$ cat src/shared/ccsc_pkg.sv
// constants, types and helpers shared by the cpu clock switch control block
package ccsc_pkg;

  // ==========================================================
  // register map (byte addresses, one 32-bit word each)
  localparam logic [7:0] OFF_CTRL   = 8'h00; // processor_clock_ctrl
  localparam logic [7:0] OFF_STAT   = 8'h04; // block status

  // processor_clock_ctrl field positions
  localparam int BIT_DIV_LO  = 0;   // cpu divider bits 0..2
  localparam int BIT_CSS     = 4;   // clock_source_select
  localparam int BIT_ACTIVE  = 5;   // active_source_status, read only
  localparam int BIT_FRC     = 6;   // subsystem feedback resistor cut
  localparam int BIT_STOP    = 7;   // main_osc_stop

  // status register field positions
  localparam int BIT_HOLD    = 0;   // reset stabilization in progress
  localparam int BIT_PEND    = 1;   // clock switchover pending
  localparam int BIT_MAIN_ON = 2;   // main oscillator enabled

  // ==========================================================
  // control register image
  typedef struct packed {
    logic       stop;   // main_osc_stop
    logic       frc;    // feedback resistor cut
    logic       clock_source_select;    // clock_source_select
    logic [2:0] div;    // cpu divider code
  } ccsc_ctrl_s;

  // reset value 04h: slowest main divider, main clock source
  localparam ccsc_ctrl_s CTRL_RST = '{1'b0, 1'b0, 1'b0, 3'h4};

  // switch engine states
  typedef enum logic {SW_IDLE, SW_WAIT} ccsc_sw_e;

  // ==========================================================
  // timing constants
  localparam int         STAB_EXP        = 17;  // 2^17 main periods
  localparam logic [2:0] DIV_SLOWEST     = 3'h4;
  localparam logic [6:0] MAIN_DELAY_BASE = 7'h10; // 16 at code 000
  localparam logic [6:0] SUB_EXIT_DELAY  = 7'h01; // sub to main
  // main to sub delays, index = old divider code
  localparam logic [4:0][6:0] SUB_ENTRY_DLY =
    {7'h05, 7'h0a, 7'h14, 7'h27, 7'h4d};

  // codes above the slowest are treated as the slowest
  function automatic logic [2:0] ccsc_clamp_div(input logic [2:0] d);
    return (d > DIV_SLOWEST) ? DIV_SLOWEST : d;
  endfunction

  // instructions at the old clock before a switch takes effect
  function automatic logic [6:0] ccsc_switch_delay(
    input logic       from_sub,
    input logic       to_sub,
    input logic [2:0] old_div);
    logic [2:0] d;
    d = ccsc_clamp_div(old_div);
    if (from_sub)
      return SUB_EXIT_DELAY;
    else if (to_sub)
      return SUB_ENTRY_DLY[d];
    else
      return MAIN_DELAY_BASE >> d;
  endfunction

endpackage

$ cat src/hw/ccsc_div.sv
// cpu clock enable and instruction tick generator
`timescale 1ns/100ps
module ccsc_div (
  input  wire logic       pclk,
  input  wire logic       presetn,
  input  wire logic       main_run,
  input  wire logic       sub_run,
  input  wire logic       sub_mode,
  input  wire logic [2:0] div,
  input  wire logic       sub_tick,
  output logic            cpu_clk_en,
  output logic            instr_tick
);
  import ccsc_pkg::*;

  // ==========================================================
  // prescaler
  logic [3:0] pre_q;      // main clock prescale count
  logic [3:0] pre_last;   // terminal count for divider code
  logic       phase_q;    // second cpu clock of an instruction
  logic       tick_c;     // one cpu clock period elapsed
  logic [1:0] since_q;    // cpu clocks since last instruction tick

  assign pre_last = 4'((5'h01 << ccsc_clamp_div(div)) - 5'h01);

  // sub mode ignores the divider entirely
  always_comb begin
    if (sub_mode)
      tick_c = sub_run & sub_tick;
    else
      tick_c = main_run & (pre_q >= pre_last);
  end

  // main clock divide counter, wraps on terminal
  always_ff @(posedge pclk or negedge presetn) begin
    if (!presetn)
      pre_q <= 4'h0;
    else if (sub_mode)
      pre_q <= 4'h0;
    else if (main_run)
      pre_q <= (pre_q >= pre_last) ? 4'h0 : pre_q + 4'h1;
  end

  // instruction time is two cpu clocks
  always_ff @(posedge pclk or negedge presetn) begin
    if (!presetn) begin
      cpu_clk_en <= 1'b0;
      instr_tick <= 1'b0;
      phase_q    <= 1'b0;
    end else begin
      cpu_clk_en <= tick_c;
      instr_tick <= tick_c & phase_q;
      if (tick_c)
        phase_q <= ~phase_q;
    end
  end

  // helper: cpu clocks seen since last instruction tick
  always_ff @(posedge pclk or negedge presetn) begin
    if (!presetn)
      since_q <= 2'h0;
    else if (instr_tick)
      since_q <= 2'h0;
    else if (cpu_clk_en && since_q != 2'h3)
      since_q <= since_q + 2'h1;
  end

  AST_INSTR_TWO_CLK: assert property (
    @(posedge pclk) disable iff (!presetn)
    instr_tick |-> (cpu_clk_en && since_q == 2'h1))
    else $error("instruction tick not on second cpu clock");

  AST_SUB_RATE: assert property (
    @(posedge pclk) disable iff (!presetn)
    (cpu_clk_en && sub_mode && $past(sub_mode)) |-> $past(sub_tick))
    else $error("sub mode cpu clock without subsystem tick");

endmodule // ccsc_div

$ cat src/hw/ccsc_top.sv
// cpu clock source and divider control with apb register access
//
// Design decisions made here: register access over APB and the placing of the registers.
`timescale 1ns/100ps
module ccsc_top #(
  parameter int STAB_CYCLES = 2 ** ccsc_pkg::STAB_EXP
) (
  input  wire logic        pclk,
  input  wire logic        presetn,
  input  wire logic        psel,
  input  wire logic        penable,
  input  wire logic        pwrite,
  input  wire logic [7:0]  paddr,
  input  wire logic [31:0] pwdata,
  output logic      [31:0] prdata,
  output logic             pready,
  output logic             pslverr,
  input  wire logic        sub_tick,
  output logic             cpu_clk_en,
  output logic             instr_tick,
  output logic             cpu_hold,
  output logic             main_osc_en,
  output logic             sub_fb_cut,
  output logic             wdt_halt,
  output logic             active_source_status
);
  import ccsc_pkg::*;

  // ==========================================================
  // state
  ccsc_ctrl_s  ctrl_q;          // processor_clock_ctrl image
  ccsc_sw_e    sw_q;            // switch engine state
  logic [6:0]  cnt_q;           // instructions left before switch
  logic [2:0]  act_div_q;       // divider in use
  logic [17:0] stab_q;          // stabilization count
  logic        acc;             // access phase present
  logic        fire;            // transfer completes this edge
  logic        wr_ctrl;         // control write takes effect
  logic        hit_ctrl;        // address decode: control
  logic        hit_stat;        // address decode: status
  ccsc_ctrl_s  wr_val;          // written control image
  logic        differs;         // written setting differs from active
  logic [6:0]  load_val;        // switch delay for this write
  logic        expire;          // switch takes effect now
  logic        div_clk_en;      // cpu clock enable from divider
  logic        div_instr;       // instruction tick from divider
  logic [31:0] rd_c;            // read data mux

  localparam logic [17:0] STAB_LAST = 18'(STAB_CYCLES - 1);

  // ==========================================================
  // apb slave: one wait state, pready registered
  assign acc      = psel & penable;
  assign fire     = acc & pready;
  assign hit_ctrl = (paddr == OFF_CTRL);
  assign hit_stat = (paddr == OFF_STAT);
  assign wr_ctrl  = fire & pwrite & hit_ctrl;
  assign wr_val   = ccsc_ctrl_s'({pwdata[BIT_STOP], pwdata[BIT_FRC],
                                  pwdata[BIT_CSS],
                                  pwdata[BIT_DIV_LO +: 3]});

  // read data image, reserved bits zero
  always_comb begin
    rd_c = 32'h0;
    if (hit_ctrl) begin
      rd_c[BIT_DIV_LO +: 3] = ctrl_q.div;
      rd_c[BIT_CSS]         = ctrl_q.clock_source_select;
      rd_c[BIT_ACTIVE]      = active_source_status;
      rd_c[BIT_FRC]         = ctrl_q.frc;
      rd_c[BIT_STOP]        = ctrl_q.stop;
    end else if (hit_stat) begin
      rd_c[BIT_HOLD]    = cpu_hold;
      rd_c[BIT_PEND]    = (sw_q == SW_WAIT);
      rd_c[BIT_MAIN_ON] = main_osc_en;
    end
  end

  // answer one cycle into the access phase
  always_ff @(posedge pclk or negedge presetn) begin
    if (!presetn) begin
      pready  <= 1'b0;
      prdata  <= 32'h0;
      pslverr <= 1'b0;
    end else begin
      pready  <= acc & ~pready;
      prdata  <= (acc & ~pready & ~pwrite) ? rd_c : 32'h0;
      // unmapped address or write to status is an error
      pslverr <= acc & ~pready & ~(hit_ctrl | (hit_stat & ~pwrite));
    end
  end

  // control register, software view of the settings
  always_ff @(posedge pclk or negedge presetn) begin
    if (!presetn)
      ctrl_q <= CTRL_RST;
    else if (wr_ctrl)
      ctrl_q <= wr_val;
  end

  // ==========================================================
  // switchover engine
  // a write that differs from the active setting arms the counter;
  // the delay is taken from the setting in use before the write
  assign differs  = (wr_val.clock_source_select != active_source_status) |
                    (wr_val.div != act_div_q);
  // divider change on entry to sub is not allowed by software,
  // so the old divider alone decides the entry delay
  assign load_val = ccsc_switch_delay(active_source_status,
                                      wr_val.clock_source_select, act_div_q);
  assign expire   = (sw_q == SW_WAIT) & div_instr &
                    (cnt_q == SUB_EXIT_DELAY);

  // count down old instruction times, then switch
  always_ff @(posedge pclk or negedge presetn) begin
    if (!presetn) begin
      sw_q  <= SW_IDLE;
      cnt_q <= 7'h0;
    end else if (wr_ctrl && differs) begin
      sw_q  <= SW_WAIT;
      cnt_q <= load_val;
    end else begin
      unique case (sw_q)
        SW_IDLE: begin
          cnt_q <= 7'h0;
        end
        SW_WAIT: begin
          if (expire)
            sw_q <= SW_IDLE;
          if (div_instr)
            cnt_q <= cnt_q - 7'h1;
        end
      endcase
    end
  end

  // active selection changes only on an instruction boundary
  always_ff @(posedge pclk or negedge presetn) begin
    if (!presetn) begin
      active_source_status <= 1'b0;
      act_div_q            <= DIV_SLOWEST;
    end else if (expire) begin
      active_source_status <= ctrl_q.clock_source_select;
      act_div_q            <= ctrl_q.div;
    end
  end

  // ==========================================================
  // oscillator control and reset stabilization
  // main oscillator is off during reset, on after release; the
  // stop bit takes effect only once the cpu runs on the sub clock
  always_ff @(posedge pclk or negedge presetn) begin
    if (!presetn) begin
      main_osc_en <= 1'b0;
      sub_fb_cut  <= 1'b0;
    end else begin
      main_osc_en <= ~(ctrl_q.stop & active_source_status);
      sub_fb_cut  <= ctrl_q.frc;
    end
  end

  // hold execution for the stabilization count after reset;
  // later restarts are timed by software
  always_ff @(posedge pclk or negedge presetn) begin
    if (!presetn) begin
      stab_q   <= 18'h0;
      cpu_hold <= 1'b1;
    end else if (cpu_hold && main_osc_en) begin
      stab_q <= stab_q + 18'h1;
      if (stab_q == STAB_LAST)
        cpu_hold <= 1'b0;
    end
  end

  // watchdog halts while the cpu runs on the sub clock
  always_ff @(posedge pclk or negedge presetn) begin
    if (!presetn)
      wdt_halt <= 1'b0;
    else
      wdt_halt <= active_source_status;
  end

  // ==========================================================
  // cpu clock generation
  ccsc_div u_div (
    .pclk       (pclk),
    .presetn    (presetn),
    .main_run   (main_osc_en & ~cpu_hold),
    .sub_run    (~cpu_hold),
    .sub_mode   (active_source_status),
    .div        (act_div_q),
    .sub_tick   (sub_tick),
    .cpu_clk_en (div_clk_en),
    .instr_tick (div_instr)
  );

  assign cpu_clk_en = div_clk_en;
  assign instr_tick = div_instr;

  // ==========================================================
  // checks
  AST_WDT_HALT_FOLLOWS: assert property (
    @(posedge pclk) disable iff (!presetn)
    ##1 wdt_halt == $past(active_source_status))
    else $error("watchdog halt does not follow active source");

  AST_STATUS_READ: assert property (
    @(posedge pclk) disable iff (!presetn)
    (acc && !pready && !pwrite && hit_ctrl)
      |=> prdata[BIT_ACTIVE] == $past(active_source_status))
    else $error("status bit read does not show active source");

  AST_MAIN_STOP_ONLY_SUB: assert property (
    @(posedge pclk) disable iff (!presetn)
    (!main_osc_en && !$past(cpu_hold))
      |-> $past(ctrl_q.stop && active_source_status))
    else $error("main oscillator stopped while not on sub clock");

  AST_NO_EXEC_IN_HOLD: assert property (
    @(posedge pclk) disable iff (!presetn)
    cpu_hold |=> !cpu_clk_en)
    else $error("cpu clock ran during stabilization hold");

  AST_ACTIVE_ONLY_ON_EXPIRE: assert property (
    @(posedge pclk) disable iff (!presetn)
    $changed(active_source_status) |-> $past(expire))
    else $error("source changed without switch delay expiry");

  AST_MAIN_DIV_DELAY: assert property (
    @(posedge pclk) disable iff (!presetn)
    (wr_ctrl && differs && !active_source_status && !wr_val.clock_source_select)
      |=> cnt_q == (MAIN_DELAY_BASE >> ccsc_clamp_div($past(act_div_q))))
    else $error("main divider switch delay wrong");

  AST_SUB_ENTRY_DELAY: assert property (
    @(posedge pclk) disable iff (!presetn)
    (wr_ctrl && differs && !active_source_status && wr_val.clock_source_select)
      |=> cnt_q == SUB_ENTRY_DLY[ccsc_clamp_div($past(act_div_q))])
    else $error("main to sub switch delay wrong");

  AST_SUB_EXIT_DELAY: assert property (
    @(posedge pclk) disable iff (!presetn)
    (wr_ctrl && differs && active_source_status)
      |=> (sw_q == SW_WAIT && cnt_q == SUB_EXIT_DELAY))
    else $error("sub to main switch delay not one instruction");

  AST_RESET_SLOWEST: assert property (
    @(posedge pclk) disable iff (!presetn)
    $fell(cpu_hold) |-> (act_div_q == DIV_SLOWEST
                         || $past(expire, 2)))
    else $error("execution did not start at slowest divider");

endmodule // ccsc_top

$ cat config.mk
export PLATFORM = sky130hd
export DESIGN_NAME = ccsc_top
export DESIGN_NICKNAME = d
export VERILOG_FILES = /design/src/shared/ccsc_pkg.sv /design/src/hw/ccsc_div.sv /design/src/hw/ccsc_top.sv
export SDC_FILE = /design/constraint.sdc
export NUM_CORES = 1
export LEC_CHECK = 0
export BUFFER_PORTS_ARGS = -buffer_cell sky130_fd_sc_hd__buf_4
export CAP_MARGIN = 20
export CORE_ASPECT_RATIO = 0.6
export CORE_MARGIN = 1.5
export CORE_UTILIZATION = 55
export DETAILED_ROUTE_END_ITERATION = 7
export HOLD_SLACK_MARGIN = 0.15
export PLACE_DENSITY = 0.84
export SYNTH_ARGS = -nofsm -noshare
export SYNTH_HDL_FRONTEND = slang
export SYNTH_SLANG_ARGS = --single-unit
$ cat constraint.sdc
create_clock -name pclk -period 7.1 [get_ports pclk]
set_input_delay 2.13 -clock pclk [delete_from_list [all_inputs] [get_ports pclk]]
set_output_delay 2.13 -clock pclk [all_outputs]
set_load 0.1 [all_outputs]
==> tab_implementation.tex, run 1 <==
\begin{tabular}{lr}
\hline
Metric & Value \\
\hline
\multicolumn{2}{l}{\textbf{Power}} \\
Post-route total power & 748 uW \\
P\_leak & 0.00160 uW \\
Power per Cell Area & 222 nW/um2 \\
VDD IR-drop max & 0.150 mV \\
\multicolumn{2}{l}{\textbf{Critical path}} \\
Crit-path max FO & 16 \\
Kind of start point of the critical path & register \\
FF-to-FF End & u\_div.pre\_q[2] \\
Longest individual stage delay on the worst path & 0.70 ns \\
Sort of element at the end of the critical path & output port \\
Path type of the worst setup path & reg -> out \\
Critical-path top delay cell & sky130\_fd\_sc\_hd\_\_dfrtp\_1 \\
Reg2Reg Setup Slack & 4.20 ns \\
Cells on worst reg2reg path & 9 \\
Worst Path Required & 4.97 ns \\
Critical path buffer and inverter count & 1 \\
Startpoint of the lowest-slack register-to-register path & act\_div\_q[2] \\
Arrival @ worst endpoint & 1.41 ns \\
CP Cell Sequence & buf\_4 \\
Gate family responsible for the most delay along the worst path & flip-flops \\
\multicolumn{2}{l}{\textbf{Worst hold path}} \\
Min-Delay Path Depth & 0 \\
Critical hold path startpoint & ctrl\_q[4] \\
Path class of the lowest-slack min-delay path & reg -> reg \\
Sink of the worst hold path & sub\_fb\_cut \\
\multicolumn{2}{l}{\textbf{Synthesis}} \\
Post-synthesis cell count & 303 \\
Flop and latch count out of synthesis & 56 \\
Most used flip-flop cell after synthesis & sky130\_fd\_sc\_hd\_\_dfrtp\_1 \\
Mean area per synthesized cell & 10.2 um2 \\
Total number of yosys warnings & 0 \\
Sequential-to-total area share from yosys stat & 0.456 \\
Distinct cell type count of the synthesized netlist & 54 \\
Number of enable-type register cells in the synthesized netlist & 0 \\
Asr flop ratio synth & 1.00 \\
Cell area after synthesis & 3080 um2 \\
\multicolumn{2}{l}{\textbf{STA}} \\
Ratio of final minimum period to clock period & 0.498 \\
Maximum frequency from static timing analysis & 283 MHz \\
Max-slew headroom at the worst pin & 0.506 \\
Final max-slew violation count & 0 \\
Final Skew & 0.00823 ns \\
Slew at the pin closest to its max-slew limit & 0.740 ns \\
Hold slack final & 0.402 ns \\
Final Setup Violations & 0 \\
Count of final hold-check violations & 0 \\
RSZ-0062 raised after global routing & false \\
Fin Setup TNS & 0 ns \\
Minimum clock period after layout & 3.54 ns \\
\multicolumn{2}{l}{\textbf{Route}} \\
Drt wl/cell & 13.5 um \\
Number of DRC violations after detailed-routing iteration 0 & 104 \\
Number of remaining DRC errors & 0 \\
Post-detailed-routing wire length & 5440 um \\
Detailed-routing iteration count for the pre-antenna-repair pass & 4 \\
Vias per std cell & 5.32 \\
Total via count after detailed routing & 2,142 \\
Number of nets still failing antenna checks after routing & 0 \\
\multicolumn{2}{l}{\textbf{Cells and area}} \\
Finished Layout Cells & 403 \\
Layout area overhead & 9.29\% \\
Antenna cell count & 0 \\
Fraction of final layout cells sized beyond drive strength 1 & 0.178 \\
Post-route standard cell area excluding fillers & 3370 um2 \\
Area of the multi-input gates & 1490 um2 \\
Nets & 394 \\
Number of filler instances in the final layout & 418 \\
Reg area & 1410 um2 \\
\multicolumn{2}{l}{\textbf{Floorplanning}} \\
Starting density of the core & 0.590 \\
Cell Rows & 20 \\
Die Ht & 61.0 um \\
Width of the die & 99.7 um \\
Boundary pin count & 87 \\
Area enclosed by the die boundary & 6080 um2 \\
Core area & 5230 um2 \\
\multicolumn{2}{l}{\textbf{CTS}} \\
Number of buffers inserted by post-CTS setup repair & 0 \\
Sink Count & 56 \\
Number of buffers inserted for hold repair after clock tree synthesis & 0 \\
Clock network latency to the later pin of the worst-skew pair & 0.30 ns \\
Cts bufs inserted & 5 \\
Post-CTS Resized & 0 \\
\# H-tree levels & 2 \\
Number of buffers between clock root and the deepest sink & 2 \\
CTS tree & done \\
Root cell of the clock tree & sky130\_fd\_sc\_hd\_\_clkbuf\_8 \\
Clock-pin slew on the worst setup and hold paths & 0.09 ns \\
\multicolumn{2}{l}{\textbf{Global route}} \\
Global routing's busiest layer & met2 \\
Met3 routing resource usage after global routing & 0.0392 \\
Number of antenna violations at the first check in global routing & 0 \\
Number of global-route vias before repair & 2,010 \\
Met2 layer usage reported by global route & 0.313 \\
Global-route wire length before repair & 9230 um \\
Maximum number of pins on one net before global-route repair & 57 \\
Global route overflow & 0 \\
Global-route total usage across every layer & 0.196 \\
Global-route track usage on met1 & 0.279 \\
\multicolumn{2}{l}{\textbf{Placed design}} \\
DP Wirelength & 4070 um \\
Port Buffer Count & 35 \\
Routability-driven placement congestion ratio & 0.827 \\
Number of placed instances with taps included & 395 \\
Placed standard-cell area & 3280 um2 \\
\multicolumn{2}{l}{\textbf{Flow run}} \\
Maximum Capacitance Violations & 0 \\
\multicolumn{2}{l}{\textbf{Run status}} \\
Run status & completed \\
\hline
\end{tabular}
==> state kept, by name (all words and copies together) (netlist names) <==
| signal | flops |
|---|---|
| act_div_q | 3 |
| u_div.instr_tick | 1 |
| cpu_hold | 1 |
| pready | 1 |
| cnt_q | 7 |
| ctrl_q | 6 |
| active_source_status | 1 |
| sw_q | 1 |
| u_div.cpu_clk_en | 1 |
| wdt_halt | 1 |
| pslverr | 1 |
| main_osc_en | 1 |
| u_div.phase_q | 1 |
| u_div.pre_q | 4 |
| prdata | 7 |
| stab_q | 18 |
| sub_fb_cut | 1 |
==> synth_stat cells, types with 4 or more instances <==
library cell	number	area share
sky130_fd_sc_hd__a21oi_1	6	0.0097
sky130_fd_sc_hd__and2_1	6	0.012
sky130_fd_sc_hd__buf_2	4	0.0065
sky130_fd_sc_hd__buf_4	25	0.061
sky130_fd_sc_hd__dfrtp_1	53	0.43
sky130_fd_sc_hd__ha_1	12	0.049
sky130_fd_sc_hd__inv_1	12	0.015
sky130_fd_sc_hd__mux2_2	5	0.018
sky130_fd_sc_hd__mux2i_1	6	0.019
sky130_fd_sc_hd__nand2_1	43	0.052
sky130_fd_sc_hd__nand2b_1	4	0.0081
sky130_fd_sc_hd__nand3_1	12	0.019
sky130_fd_sc_hd__nand4_1	6	0.012
sky130_fd_sc_hd__nor2_1	14	0.017
sky130_fd_sc_hd__nor3_1	5	0.0081
sky130_fd_sc_hd__o211ai_1	6	0.015
sky130_fd_sc_hd__o21ai_0	9	0.015
sky130_fd_sc_hd__xnor2_1	18	0.051
sky130_fd_sc_hd__xor2_1	7	0.020
==> through the flow <==
step / setup WS, ns / utilization
after floorplan: 3.69 / -
after global placement: 3.41 / 0.628
after detailed placement: 3.40 / 0.628
after CTS: 3.56 / 0.644
after global routing: 3.48 / 0.644
final: 3.56 / 0.644
==> kinds of logic after synthesis <==
family                     after synthesis  share of synthesized area
xor gates and xnor gates                25                     0.0710
other                                    1                    0.00122
DFF                                     56                      0.456
and+or+nand+nor                        111                      0.196
buffers and inverters                   45                     0.0917
adders and majority gates               12                     0.0487
muxes                                   12                     0.0426
AOI/OAI and AO/OA                       41                     0.0929
==> worst register-to-register path, stage by stage, from the launching register on <==
cell and delay, ns:
sky130_fd_sc_hd__dfstp_2 0.62, sky130_fd_sc_hd__inv_1 0.14, sky130_fd_sc_hd__nand2_1 0.14, sky130_fd_sc_hd__ha_1 0.27
sky130_fd_sc_hd__nand2_1 0.08, sky130_fd_sc_hd__ha_1 0.27, sky130_fd_sc_hd__nand2b_1 0.16, sky130_fd_sc_hd__a2111oi_2 0.73
sky130_fd_sc_hd__o21ai_0 0.20, sky130_fd_sc_hd__a31oi_1 0.20
==> worst max path at each step <==
stage                    startpoint                   end  slack [ns]  cells past startpoint
6_report       active_source_status  active_source_status        3.56                      1
2_1_floorplan              paddr[2]              cnt_q[2]        3.69                      5
3_5_place_dp               paddr[5]              cnt_q[2]        3.40                      5
5_1_grt        active_source_status  active_source_status        3.48                      1
4_1_cts        active_source_status  active_source_status        3.56                      1
3_3_place_gp               paddr[5]              cnt_q[2]        3.41                      5
==> cells in the final DEF (no fill, tap or decap), types with 3 or more instances in the layout <==
| master | instances |
|---|---|
| sky130_fd_sc_hd__mux2i_1 | 6 |
| sky130_fd_sc_hd__xnor2_1 | 18 |
| sky130_fd_sc_hd__nor3_1 | 5 |
| sky130_fd_sc_hd__o211ai_1 | 6 |
| sky130_fd_sc_hd__nand3_1 | 12 |
| sky130_fd_sc_hd__and2_1 | 6 |
| sky130_fd_sc_hd__nor2_1 | 14 |
| sky130_fd_sc_hd__or3_1 | 3 |
| sky130_fd_sc_hd__clkbuf_8 | 5 |
| sky130_fd_sc_hd__a211oi_1 | 3 |
| sky130_fd_sc_hd__buf_4 | 35 |
| sky130_fd_sc_hd__nand2_1 | 43 |
| sky130_fd_sc_hd__ha_1 | 12 |
| sky130_fd_sc_hd__nand4_1 | 6 |
| sky130_fd_sc_hd__a21oi_1 | 6 |
| sky130_fd_sc_hd__dfstp_2 | 3 |
| sky130_fd_sc_hd__nand2b_1 | 4 |
| sky130_fd_sc_hd__a311oi_1 | 3 |
| sky130_fd_sc_hd__inv_1 | 12 |
| sky130_fd_sc_hd__o21ai_0 | 9 |
| sky130_fd_sc_hd__mux2_2 | 5 |
| sky130_fd_sc_hd__xor2_1 | 7 |
| sky130_fd_sc_hd__dfrtp_1 | 53 |
| sky130_fd_sc_hd__conb_1 | 25 |
==> final cells by class <==
cell class                      instances  area share
Clock buffer                            6      0.0215
Clock inverter                          2     0.00483
Inverter                               12      0.0134
Multi-Input combinational cell        226       0.441
Sequential cell                        56       0.417
Tap cell                               66      0.0245
Timing Repair Buffer                   35      0.0780
==> power breakdown <==
| group | switching [uW] | leakage [uW] | internal (uW) |
|---|---|---|---|
| logic | 137 | 0.000814 | 61.9 |
| registers | 36.8 | 0.000744 | 343 |
| clock network | 98.7 | 0.0000414 | 70.3 |
==> layer usage <==
layer / share of wire / wire length, um
met1: 0.50 / 2720
met2: 0.44 / 2390
met3: 0.051 / 279
met4: 0.0086 / 47
met5: 0 / 0
Note: power is estimated with default switching activity, not from simulation.
==> inputs of run 2 (changes only) <==
--- a/config.mk
+++ b/config.mk
@@ -9,10 +9,10 @@
 export CAP_MARGIN = 20
 export CORE_ASPECT_RATIO = 0.6
 export CORE_MARGIN = 1.5
-export CORE_UTILIZATION = 55
+export CORE_UTILIZATION = 52
 export DETAILED_ROUTE_END_ITERATION = 7
 export HOLD_SLACK_MARGIN = 0.15
-export PLACE_DENSITY = 0.84
+export PLACE_DENSITY = 0.8
 export SYNTH_ARGS = -nofsm -noshare
 export SYNTH_HDL_FRONTEND = slang
 export SYNTH_SLANG_ARGS = --single-unit
==> constraint.sdc (replaced) <==
create_clock -name pclk -period 3.49 [get_ports pclk]
set_input_delay 1.047 -clock pclk [delete_from_list [all_inputs] [get_ports pclk]]
set_output_delay 1.047 -clock pclk [all_outputs]
set_load 0.1 [all_outputs]
==> run 2 against run 1 <==
Combinational power grew 100%. Design area grew 1.2%. Via count grew 2.8%. Sequential cell count is the same. Critical path depth grew 8. Setup slack lost 3.0 ns. Register-to-register slack lost 3.6 ns. Largest cell class unchanged.
==> tab_implementation.tex, run 2 (synthesis results as in run 1) <==
\begin{tabular}{lr}
\hline
Metric & Value \\
\hline
\multicolumn{2}{l}{\textbf{Power}} \\
VDD IR-drop max & 0.275 mV (+83\%) \\
Net load switching power & 563 uW (+110\%) \\
Sequential fraction of design power & 0.484 (-0.024) \\
Fraction of power consumed by combinational cells & 0.252 (-0.014) \\
Switching portion of total power & 0.351 (-0.0136) \\
Power per Cell Area & 470 nW/um2 (+110\%) \\
Clock Power Share & 0.264 (+0.038) \\
Power Internal & 1040 uW (+120\%) \\
P\_leak & 0.00161 uW (+0.90\%) \\
\multicolumn{2}{l}{\textbf{Floorplanning}} \\
Boundary pin count & 87 (unchanged) \\
Cell Rows & 21 (+5.0\%) \\
Area enclosed by the die boundary & 6420 um2 (+5.5\%) \\
Die Ht & 62.7 um (+2.7\%) \\
Core area & 5650 um2 (+8.0\%) \\
Width of the die & 102 um (+2.8\%) \\
Starting density of the core & 0.546 (-0.0438) \\
\multicolumn{2}{l}{\textbf{Global route}} \\
Number of antenna violations at the first check in global routing & 0 (unchanged) \\
Global-route total usage across every layer & 0.189 (-0.00700) \\
Maximum number of pins on one net before global-route repair & 57 (unchanged) \\
Global-route wire length before repair & 9490 um (+2.9\%) \\
Number of global-route vias before repair & 2,056 (+2.3\%) \\
Global route overflow & 0 (unchanged) \\
\multicolumn{2}{l}{\textbf{Cells and area}} \\
Nets & 394 (unchanged) \\
Post-route standard cell area excluding fillers & 3410 um2 (+1.2\%) \\
Finished Layout Cells & 417 (+3.5\%) \\
Number of filler instances in the final layout & 489 (+17\%) \\
Share of the core filled with cells & 0.604 (-0.0407) \\
Biggest registers after layout & stab\_q: 18 flops, cnt\_q: 7 flops, prdata: 7 flops \\
Reg area & 1410 um2 (unchanged) \\
Layout area overhead & 10.6\% \\
Antenna cell count & 0 (unchanged) \\
Most used cells in the layout excluding fill and tap cells & sky130\_fd\_sc\_hd\_\_dfrtp\_1, sky130\_fd\_sc\_hd\_\_nand2\_1, sky130\_fd\_sc\_hd\_\_buf\_4 \\
Most common library cell in the layout ignoring fill and taps & sky130\_fd\_sc\_hd\_\_dfrtp\_1 \\
Fraction of final layout cells sized beyond drive strength 1 & 0.178 (unchanged) \\
Area of the multi-input gates & 1490 um2 (unchanged) \\
Max reg flops & 18 (unchanged) \\
Register containing the most flip-flops in the final layout & stab\_q \\
\multicolumn{2}{l}{\textbf{Worst hold path}} \\
Sink of the worst hold path & sub\_fb\_cut \\
Min-Delay Path Depth & 0 (unchanged) \\
Critical hold path startpoint & ctrl\_q[4] \\
Path class of the lowest-slack min-delay path & reg -> reg \\
\multicolumn{2}{l}{\textbf{STA}} \\
Final max-slew violation count & 0 (unchanged) \\
Slew at the pin closest to its max-slew limit & 0.877 ns (+0.137 ns) \\
RSZ-0062 raised after global routing & false \\
Maximum frequency from static timing analysis & 345 MHz \\
Ratio of final minimum period to clock period & 0.830 \\
Count of final hold-check violations & 0 (unchanged) \\
Minimum clock period after layout & 2.90 ns \\
Max-slew headroom at the worst pin & 0.411 (-0.0949) \\
Min setup slack post-route & 0.594 ns (-2.97 ns) \\
Final Skew & 0.00404 ns (-0.00420 ns) \\
Final Setup Violations & 0 (unchanged) \\
Fin Setup TNS & 0 ns (unchanged) \\
\multicolumn{2}{l}{\textbf{CTS}} \\
Clock network latency to the later pin of the worst-skew pair & 0.30 ns (about the same) \\
Number of buffers inserted for hold repair after clock tree synthesis & 0 (unchanged) \\
Post-CTS Resized & 0 (unchanged) \\
Clock-pin slew on the worst setup and hold paths & 0.10 ns (about the same) \\
\# H-tree levels & 2 (unchanged) \\
Root cell of the clock tree & sky130\_fd\_sc\_hd\_\_clkbuf\_8 \\
Cts bufs inserted & 5 (unchanged) \\
Number of buffers between clock root and the deepest sink & 2 (unchanged) \\
Number of buffers inserted by post-CTS setup repair & 0 (unchanged) \\
CTS tree & done \\
Sink Count & 56 (unchanged) \\
\multicolumn{2}{l}{\textbf{Placed design}} \\
Port Buffer Count & 35 (unchanged) \\
Routability-driven placement congestion ratio & 0.818 (-1.1\%) \\
Pre-CTS worst setup slack & 0.635 ns (-2.76 ns) \\
Placed standard-cell area & 3300 um2 (+0.53\%) \\
DP Wirelength & 4130 um (+1.4\%) \\
Number of placed instances with taps included & 409 (+3.5\%) \\
\multicolumn{2}{l}{\textbf{Critical path}} \\
Sort of element at the end of the critical path & register \\
Startpoint of the lowest-slack register-to-register path & act\_div\_q[2] \\
Cells on worst reg2reg path & 9 (unchanged) \\
Path type of the worst setup path & reg -> reg \\
Arrival @ worst endpoint & 3.10 ns (+1.69 ns) \\
FF-to-FF End & u\_div.phase\_q \\
Kind of start point of the critical path & register \\
Crit-path max FO & 8 (-8) \\
Reg2Reg Setup Slack & 0.59 ns (-3.61 ns) \\
Worst Path Required & 3.69 ns (-1.28 ns) \\
\multicolumn{2}{l}{\textbf{Route}} \\
Detailed-routing iteration count for the pre-antenna-repair pass & 4 (unchanged) \\
Number of remaining DRC errors & 0 (unchanged) \\
Total via count after detailed routing & 2,201 (+2.8\%) \\
Number of nets still failing antenna checks after routing & 0 (unchanged) \\
Vias per std cell & 5.28 (-0.70\%) \\
Drt wl/cell & 13.7 um (+1.3\%) \\
Post-detailed-routing wire length & 5700 um (+4.9\%) \\
Number of DRC violations after detailed-routing iteration 0 & 90 (-13\%) \\
\multicolumn{2}{l}{\textbf{Flow run}} \\
Maximum Capacitance Violations & 0 (unchanged) \\
\multicolumn{2}{l}{\textbf{Run status}} \\
Run status & completed \\
\hline
\end{tabular}
## run 2: cell types whose count changed in the layout (fill, tap and decap cells not counted), sizes merged
cell	delta
bufinv	+1
clkinv	-1
clkinvlp	-1
inv	+1
## run 2: cell type report
class / count / area share
sequential: 56 / 0.412
clock buffer: 6 / 0.0213
inverter: 12 / 0.0132
clock inverter: 2 / 0.0114
tap: 80 / 0.0293
multi-input combinational: 226 / 0.436
timing repair buffer: 35 / 0.0770
## run 2: stage by stage
step	power, uW	hold WS [ns]
after global routing	1680	0.428
after detailed placement	1190	0.380
after CTS	1610	0.402
final	1600	0.396
after global placement	1180	0.380
after floorplan	1120	0.366
## run 2: worst max-delay path, stage by stage (launching register included)
cell and delay (ns):
sky130_fd_sc_hd__dfstp_2 0.61, sky130_fd_sc_hd__inv_1 0.14, sky130_fd_sc_hd__nand2_1 0.15, sky130_fd_sc_hd__ha_1 0.27, sky130_fd_sc_hd__nand2_1 0.08, sky130_fd_sc_hd__ha_1 0.27, sky130_fd_sc_hd__nand2b_1 0.16, sky130_fd_sc_hd__a2111oi_2 0.71
sky130_fd_sc_hd__o311ai_0 0.26, sky130_fd_sc_hd__o311ai_1 0.14
## run 2: how the worst max path moves through the flow
stage	start	end	slack (ns)	depth (start not counted)
2_1_floorplan	act_div_q[2]	u_div.phase_q	0.95	10
3_3_place_gp	act_div_q[2]	u_div.phase_q	0.69	9
3_5_place_dp	act_div_q[2]	u_div.phase_q	0.64	9
4_1_cts	act_div_q[2]	u_div.phase_q	0.60	9
5_1_grt	act_div_q[2]	u_div.phase_q	0.39	9
6_report	act_div_q[2]	u_div.phase_q	0.59	9
## run 2: per-layer routing
| layer | vias up | GRT usage | share of wire |
|---|---|---|---|
| li1 | 1072 | - | - |
| met5 | - | 0 | 0 |
| met4 | 0 | 0.0308 | 0.0053 |
| met2 | 45 | 0.300 | 0.45 |
| met3 | 5 | 0.0436 | 0.046 |
| met1 | 1079 | 0.269 | 0.50 |
## run 2: power by group through the flow
stage / Clock [uW] / Combinational [uW] / Sequential [uW]
final: 423 / 404 / 776
after global routing: 457 / 443 / 784
after CTS: 433 / 405 / 773
after detailed placement: 0 / 404 / 785
after global placement: 0 / 394 / 783
after floorplan: 0 / 323 / 797
==> inputs of run 3 (changes only) <==
==> constraint.sdc (replaced) <==
create_clock -name pclk -period 2.8 [get_ports pclk]
set_input_delay 0.84 -clock pclk [delete_from_list [all_inputs] [get_ports pclk]]
set_output_delay 0.84 -clock pclk [all_outputs]
set_load 0.1 [all_outputs]
==> run 3 against run 2 <==
Clock power rose by 7.8%. Non-clock buffer count grew 6. Die area unchanged. Core utilization up 0.53 points. Via count is 0.73% higher. Setup slack got worse by 0.43 ns. Largest cell class unchanged. Largest power group unchanged.
==> tab_implementation.tex, run 3 (synthesis results as in run 1) <==
\begin{tabular}{lr}
\hline
Metric & Value \\
\hline
\multicolumn{2}{l}{\textbf{Cells and area}} \\
Fraction of final layout cells sized beyond drive strength 1 & 0.201 (+0.0231) \\
Most common library cell in the layout ignoring fill and taps & sky130\_fd\_sc\_hd\_\_dfrtp\_1 \\
Biggest registers after layout & stab\_q: 18 flops, cnt\_q: 7 flops, prdata: 7 flops \\
Antenna cell count & 0 (unchanged) \\
Finished Layout Cells & 423 (+1.4\%) \\
Max reg flops & 18 (unchanged) \\
Nets & 400 (+1.5\%) \\
Layout area overhead & 11.6\% \\
Register containing the most flip-flops in the final layout & stab\_q \\
Most used cells in the layout excluding fill and tap cells & sky130\_fd\_sc\_hd\_\_dfrtp\_1, sky130\_fd\_sc\_hd\_\_nand2\_1, sky130\_fd\_sc\_hd\_\_buf\_4 \\
\multicolumn{2}{l}{\textbf{Critical path}} \\
Capturing element of the worst setup path & u\_div.phase\_q \\
Sort of element at the end of the critical path & register \\
Crit-path max FO & 8 (unchanged) \\
Startpoint of the lowest-slack register-to-register path & act\_div\_q[2] \\
Arrival @ worst endpoint & 2.86 ns (-0.24 ns) \\
Critical path startpoint & act\_div\_q[2] \\
Path type of the worst setup path & reg -> reg \\
Reg2Reg Setup Slack & 0.17 ns (-0.43 ns) \\
Kind of start point of the critical path & register \\
FF-to-FF End & u\_div.phase\_q \\
Worst Path Required & 3.02 ns (-0.67 ns) \\
Cells on worst reg2reg path & 11 (+2) \\
\multicolumn{2}{l}{\textbf{Route}} \\
Total via count after detailed routing & 2,217 (+0.73\%) \\
Number of DRC violations after detailed-routing iteration 0 & 116 (+29\%) \\
Number of nets still failing antenna checks after routing & 0 (unchanged) \\
Number of remaining DRC errors & 0 (unchanged) \\
Post-detailed-routing wire length & 5740 um (+0.58\%) \\
Drt wl/cell & 13.6 um (-0.85\%) \\
Vias per std cell & 5.24 (-0.70\%) \\
Detailed-routing iteration count for the pre-antenna-repair pass & 4 (unchanged) \\
\multicolumn{2}{l}{\textbf{Power}} \\
Post-route total power & 1930 uW (+20\%) \\
VDD IR-drop max & 0.345 mV (+25\%) \\
Power per Cell Area & 560 nW/um2 (+19\%) \\
Clock Power Share & 0.237 (-0.027) \\
Switching portion of total power & 0.374 (+0.0230) \\
Net load switching power & 721 uW (+28\%) \\
Power Internal & 1210 uW (+16\%) \\
P\_leak & 0.00163 uW (+1.3\%) \\
Fraction of power consumed by combinational cells & 0.262 (+0.010) \\
Sequential fraction of design power & 0.501 (+0.017) \\
\multicolumn{2}{l}{\textbf{STA}} \\
Minimum clock period after layout & 2.63 ns (-0.262 ns) \\
Final Setup Violations & 0 (unchanged) \\
Maximum frequency from static timing analysis & 380 MHz (+10\%) \\
Min setup slack post-route & 0.166 ns (-0.428 ns) \\
Ratio of final minimum period to clock period & 0.941 (+0.111) \\
Slew at the pin closest to its max-slew limit & 0.685 ns (-0.192 ns) \\
RSZ-0062 raised after global routing & false \\
Count of final hold-check violations & 0 (unchanged) \\
Max-slew headroom at the worst pin & 0.540 (+0.129) \\
Final Skew & 0.00468 ns (+0.000642 ns) \\
Fin Setup TNS & 0 ns (unchanged) \\
Final max-slew violation count & 0 (unchanged) \\
\multicolumn{2}{l}{\textbf{Placed design}} \\
Routability-driven placement congestion ratio & 0.812 (-0.82\%) \\
Number of placed instances with taps included & 414 (+1.2\%) \\
DP Wirelength & 4160 um (+0.72\%) \\
Pre-CTS worst setup slack & 0.0612 ns (-0.574 ns) \\
Port Buffer Count & 35 (unchanged) \\
\multicolumn{2}{l}{\textbf{CTS}} \\
Root cell of the clock tree & sky130\_fd\_sc\_hd\_\_clkbuf\_8 \\
\# H-tree levels & 2 (unchanged) \\
Number of buffers between clock root and the deepest sink & 2 (unchanged) \\
Number of buffers inserted for hold repair after clock tree synthesis & 0 (unchanged) \\
CTS tree & done \\
Clock-pin slew on the worst setup and hold paths & 0.10 ns (about the same) \\
Clock network latency to the later pin of the worst-skew pair & 0.32 ns (+0.02 ns) \\
Sink Count & 56 (unchanged) \\
Cts bufs inserted & 5 (unchanged) \\
\multicolumn{2}{l}{\textbf{Floorplanning}} \\
Core area & 5650 um2 (unchanged) \\
Cell Rows & 21 (unchanged) \\
Boundary pin count & 87 (unchanged) \\
Width of the die & 102 um (unchanged) \\
Area enclosed by the die boundary & 6420 um2 (unchanged) \\
Die Ht & 62.7 um (unchanged) \\
Starting density of the core & 0.546 (unchanged) \\
\multicolumn{2}{l}{\textbf{Flow run}} \\
Maximum Capacitance Violations & 0 (unchanged) \\
\multicolumn{2}{l}{\textbf{Run status}} \\
Run status & completed \\
\multicolumn{2}{l}{\textbf{Global route}} \\
Global-route total usage across every layer & 0.197 (+0.00798) \\
Number of antenna violations at the first check in global routing & 0 (unchanged) \\
Number of global-route vias before repair & 2,056 (unchanged) \\
Global-route wire length before repair & 9730 um (+2.5\%) \\
Maximum number of pins on one net before global-route repair & 57 (unchanged) \\
Global route overflow & 0 (unchanged) \\
\multicolumn{2}{l}{\textbf{Worst hold path}} \\
Path class of the lowest-slack min-delay path & reg -> reg \\
\hline
\end{tabular}
-- run 3: layout make-up --
type | instances | area [um2]
Tap cell | 80 | 100
Clock buffer | 5 | 68.8
Clock inverter | 3 | 21.3
Timing Repair Buffer | 41 | 308
Fill cell | 471 | 2210
Sequential cell | 56 | 1410
Multi-Input combinational cell | 226 | 1490
Inverter | 12 | 45.0
-- run 3: worst min path at each step --
stage                   start    endpoint  slack, ns  cells after the start
floorplan           ctrl_q[4]  sub_fb_cut       0.37                      0
global placement    ctrl_q[4]  sub_fb_cut       0.38                      0
detailed placement  ctrl_q[4]  sub_fb_cut       0.39                      0
CTS                 ctrl_q[4]  sub_fb_cut       0.41                      0
global route        ctrl_q[4]  sub_fb_cut       0.44                      0
finish              ctrl_q[4]  sub_fb_cut       0.41                      0
-- run 3: stage by stage --
stage	util	hold WS [ns]	instance area [um2]
2_1_floorplan	-	0.366	3170
3_3_place_gp	0.591	0.385	3340
3_5_place_dp	0.591	0.390	3340
4_1_cts	0.607	0.413	3430
5_1_grt	0.609	0.436	3440
6_report	0.609	0.415	3440
-- run 3: critical path: stages, from the launching register on --
cell	delay [ns]
sky130_fd_sc_hd__dfstp_2	0.61
sky130_fd_sc_hd__inv_1	0.14
sky130_fd_sc_hd__nand2_1	0.14
sky130_fd_sc_hd__inv_1	0.07
sky130_fd_sc_hd__ha_1	0.23
sky130_fd_sc_hd__xor2_1	0.15
sky130_fd_sc_hd__nor2_1	0.06
sky130_fd_sc_hd__ha_1	0.26
sky130_fd_sc_hd__or3_1	0.11
sky130_fd_sc_hd__o21ai_2	0.11
sky130_fd_sc_hd__or3_1	0.41
sky130_fd_sc_hd__o311ai_1	0.26
-- run 3: routing by layer --
layer	wire length (um)	track usage
met3	335	0.0459
met4	90	0.0719
met2	2410	0.281
met5	0	0
met1	2890	0.291
-- run 3: power groups by stage --
stage	clock network, uW	logic [uW]	registers (uW)
floorplan	0	403	994
finish	456	506	965
global placement	0	493	975
CTS	462	506	962
global route	502	549	978
detailed placement	0	505	976
-- run 3: what timing repair did --
action / in CTS / in global routing
gates resized for setup: 0 / 2
setup buffers: 0 / 1
setup endpoints to repair: 0 / 7
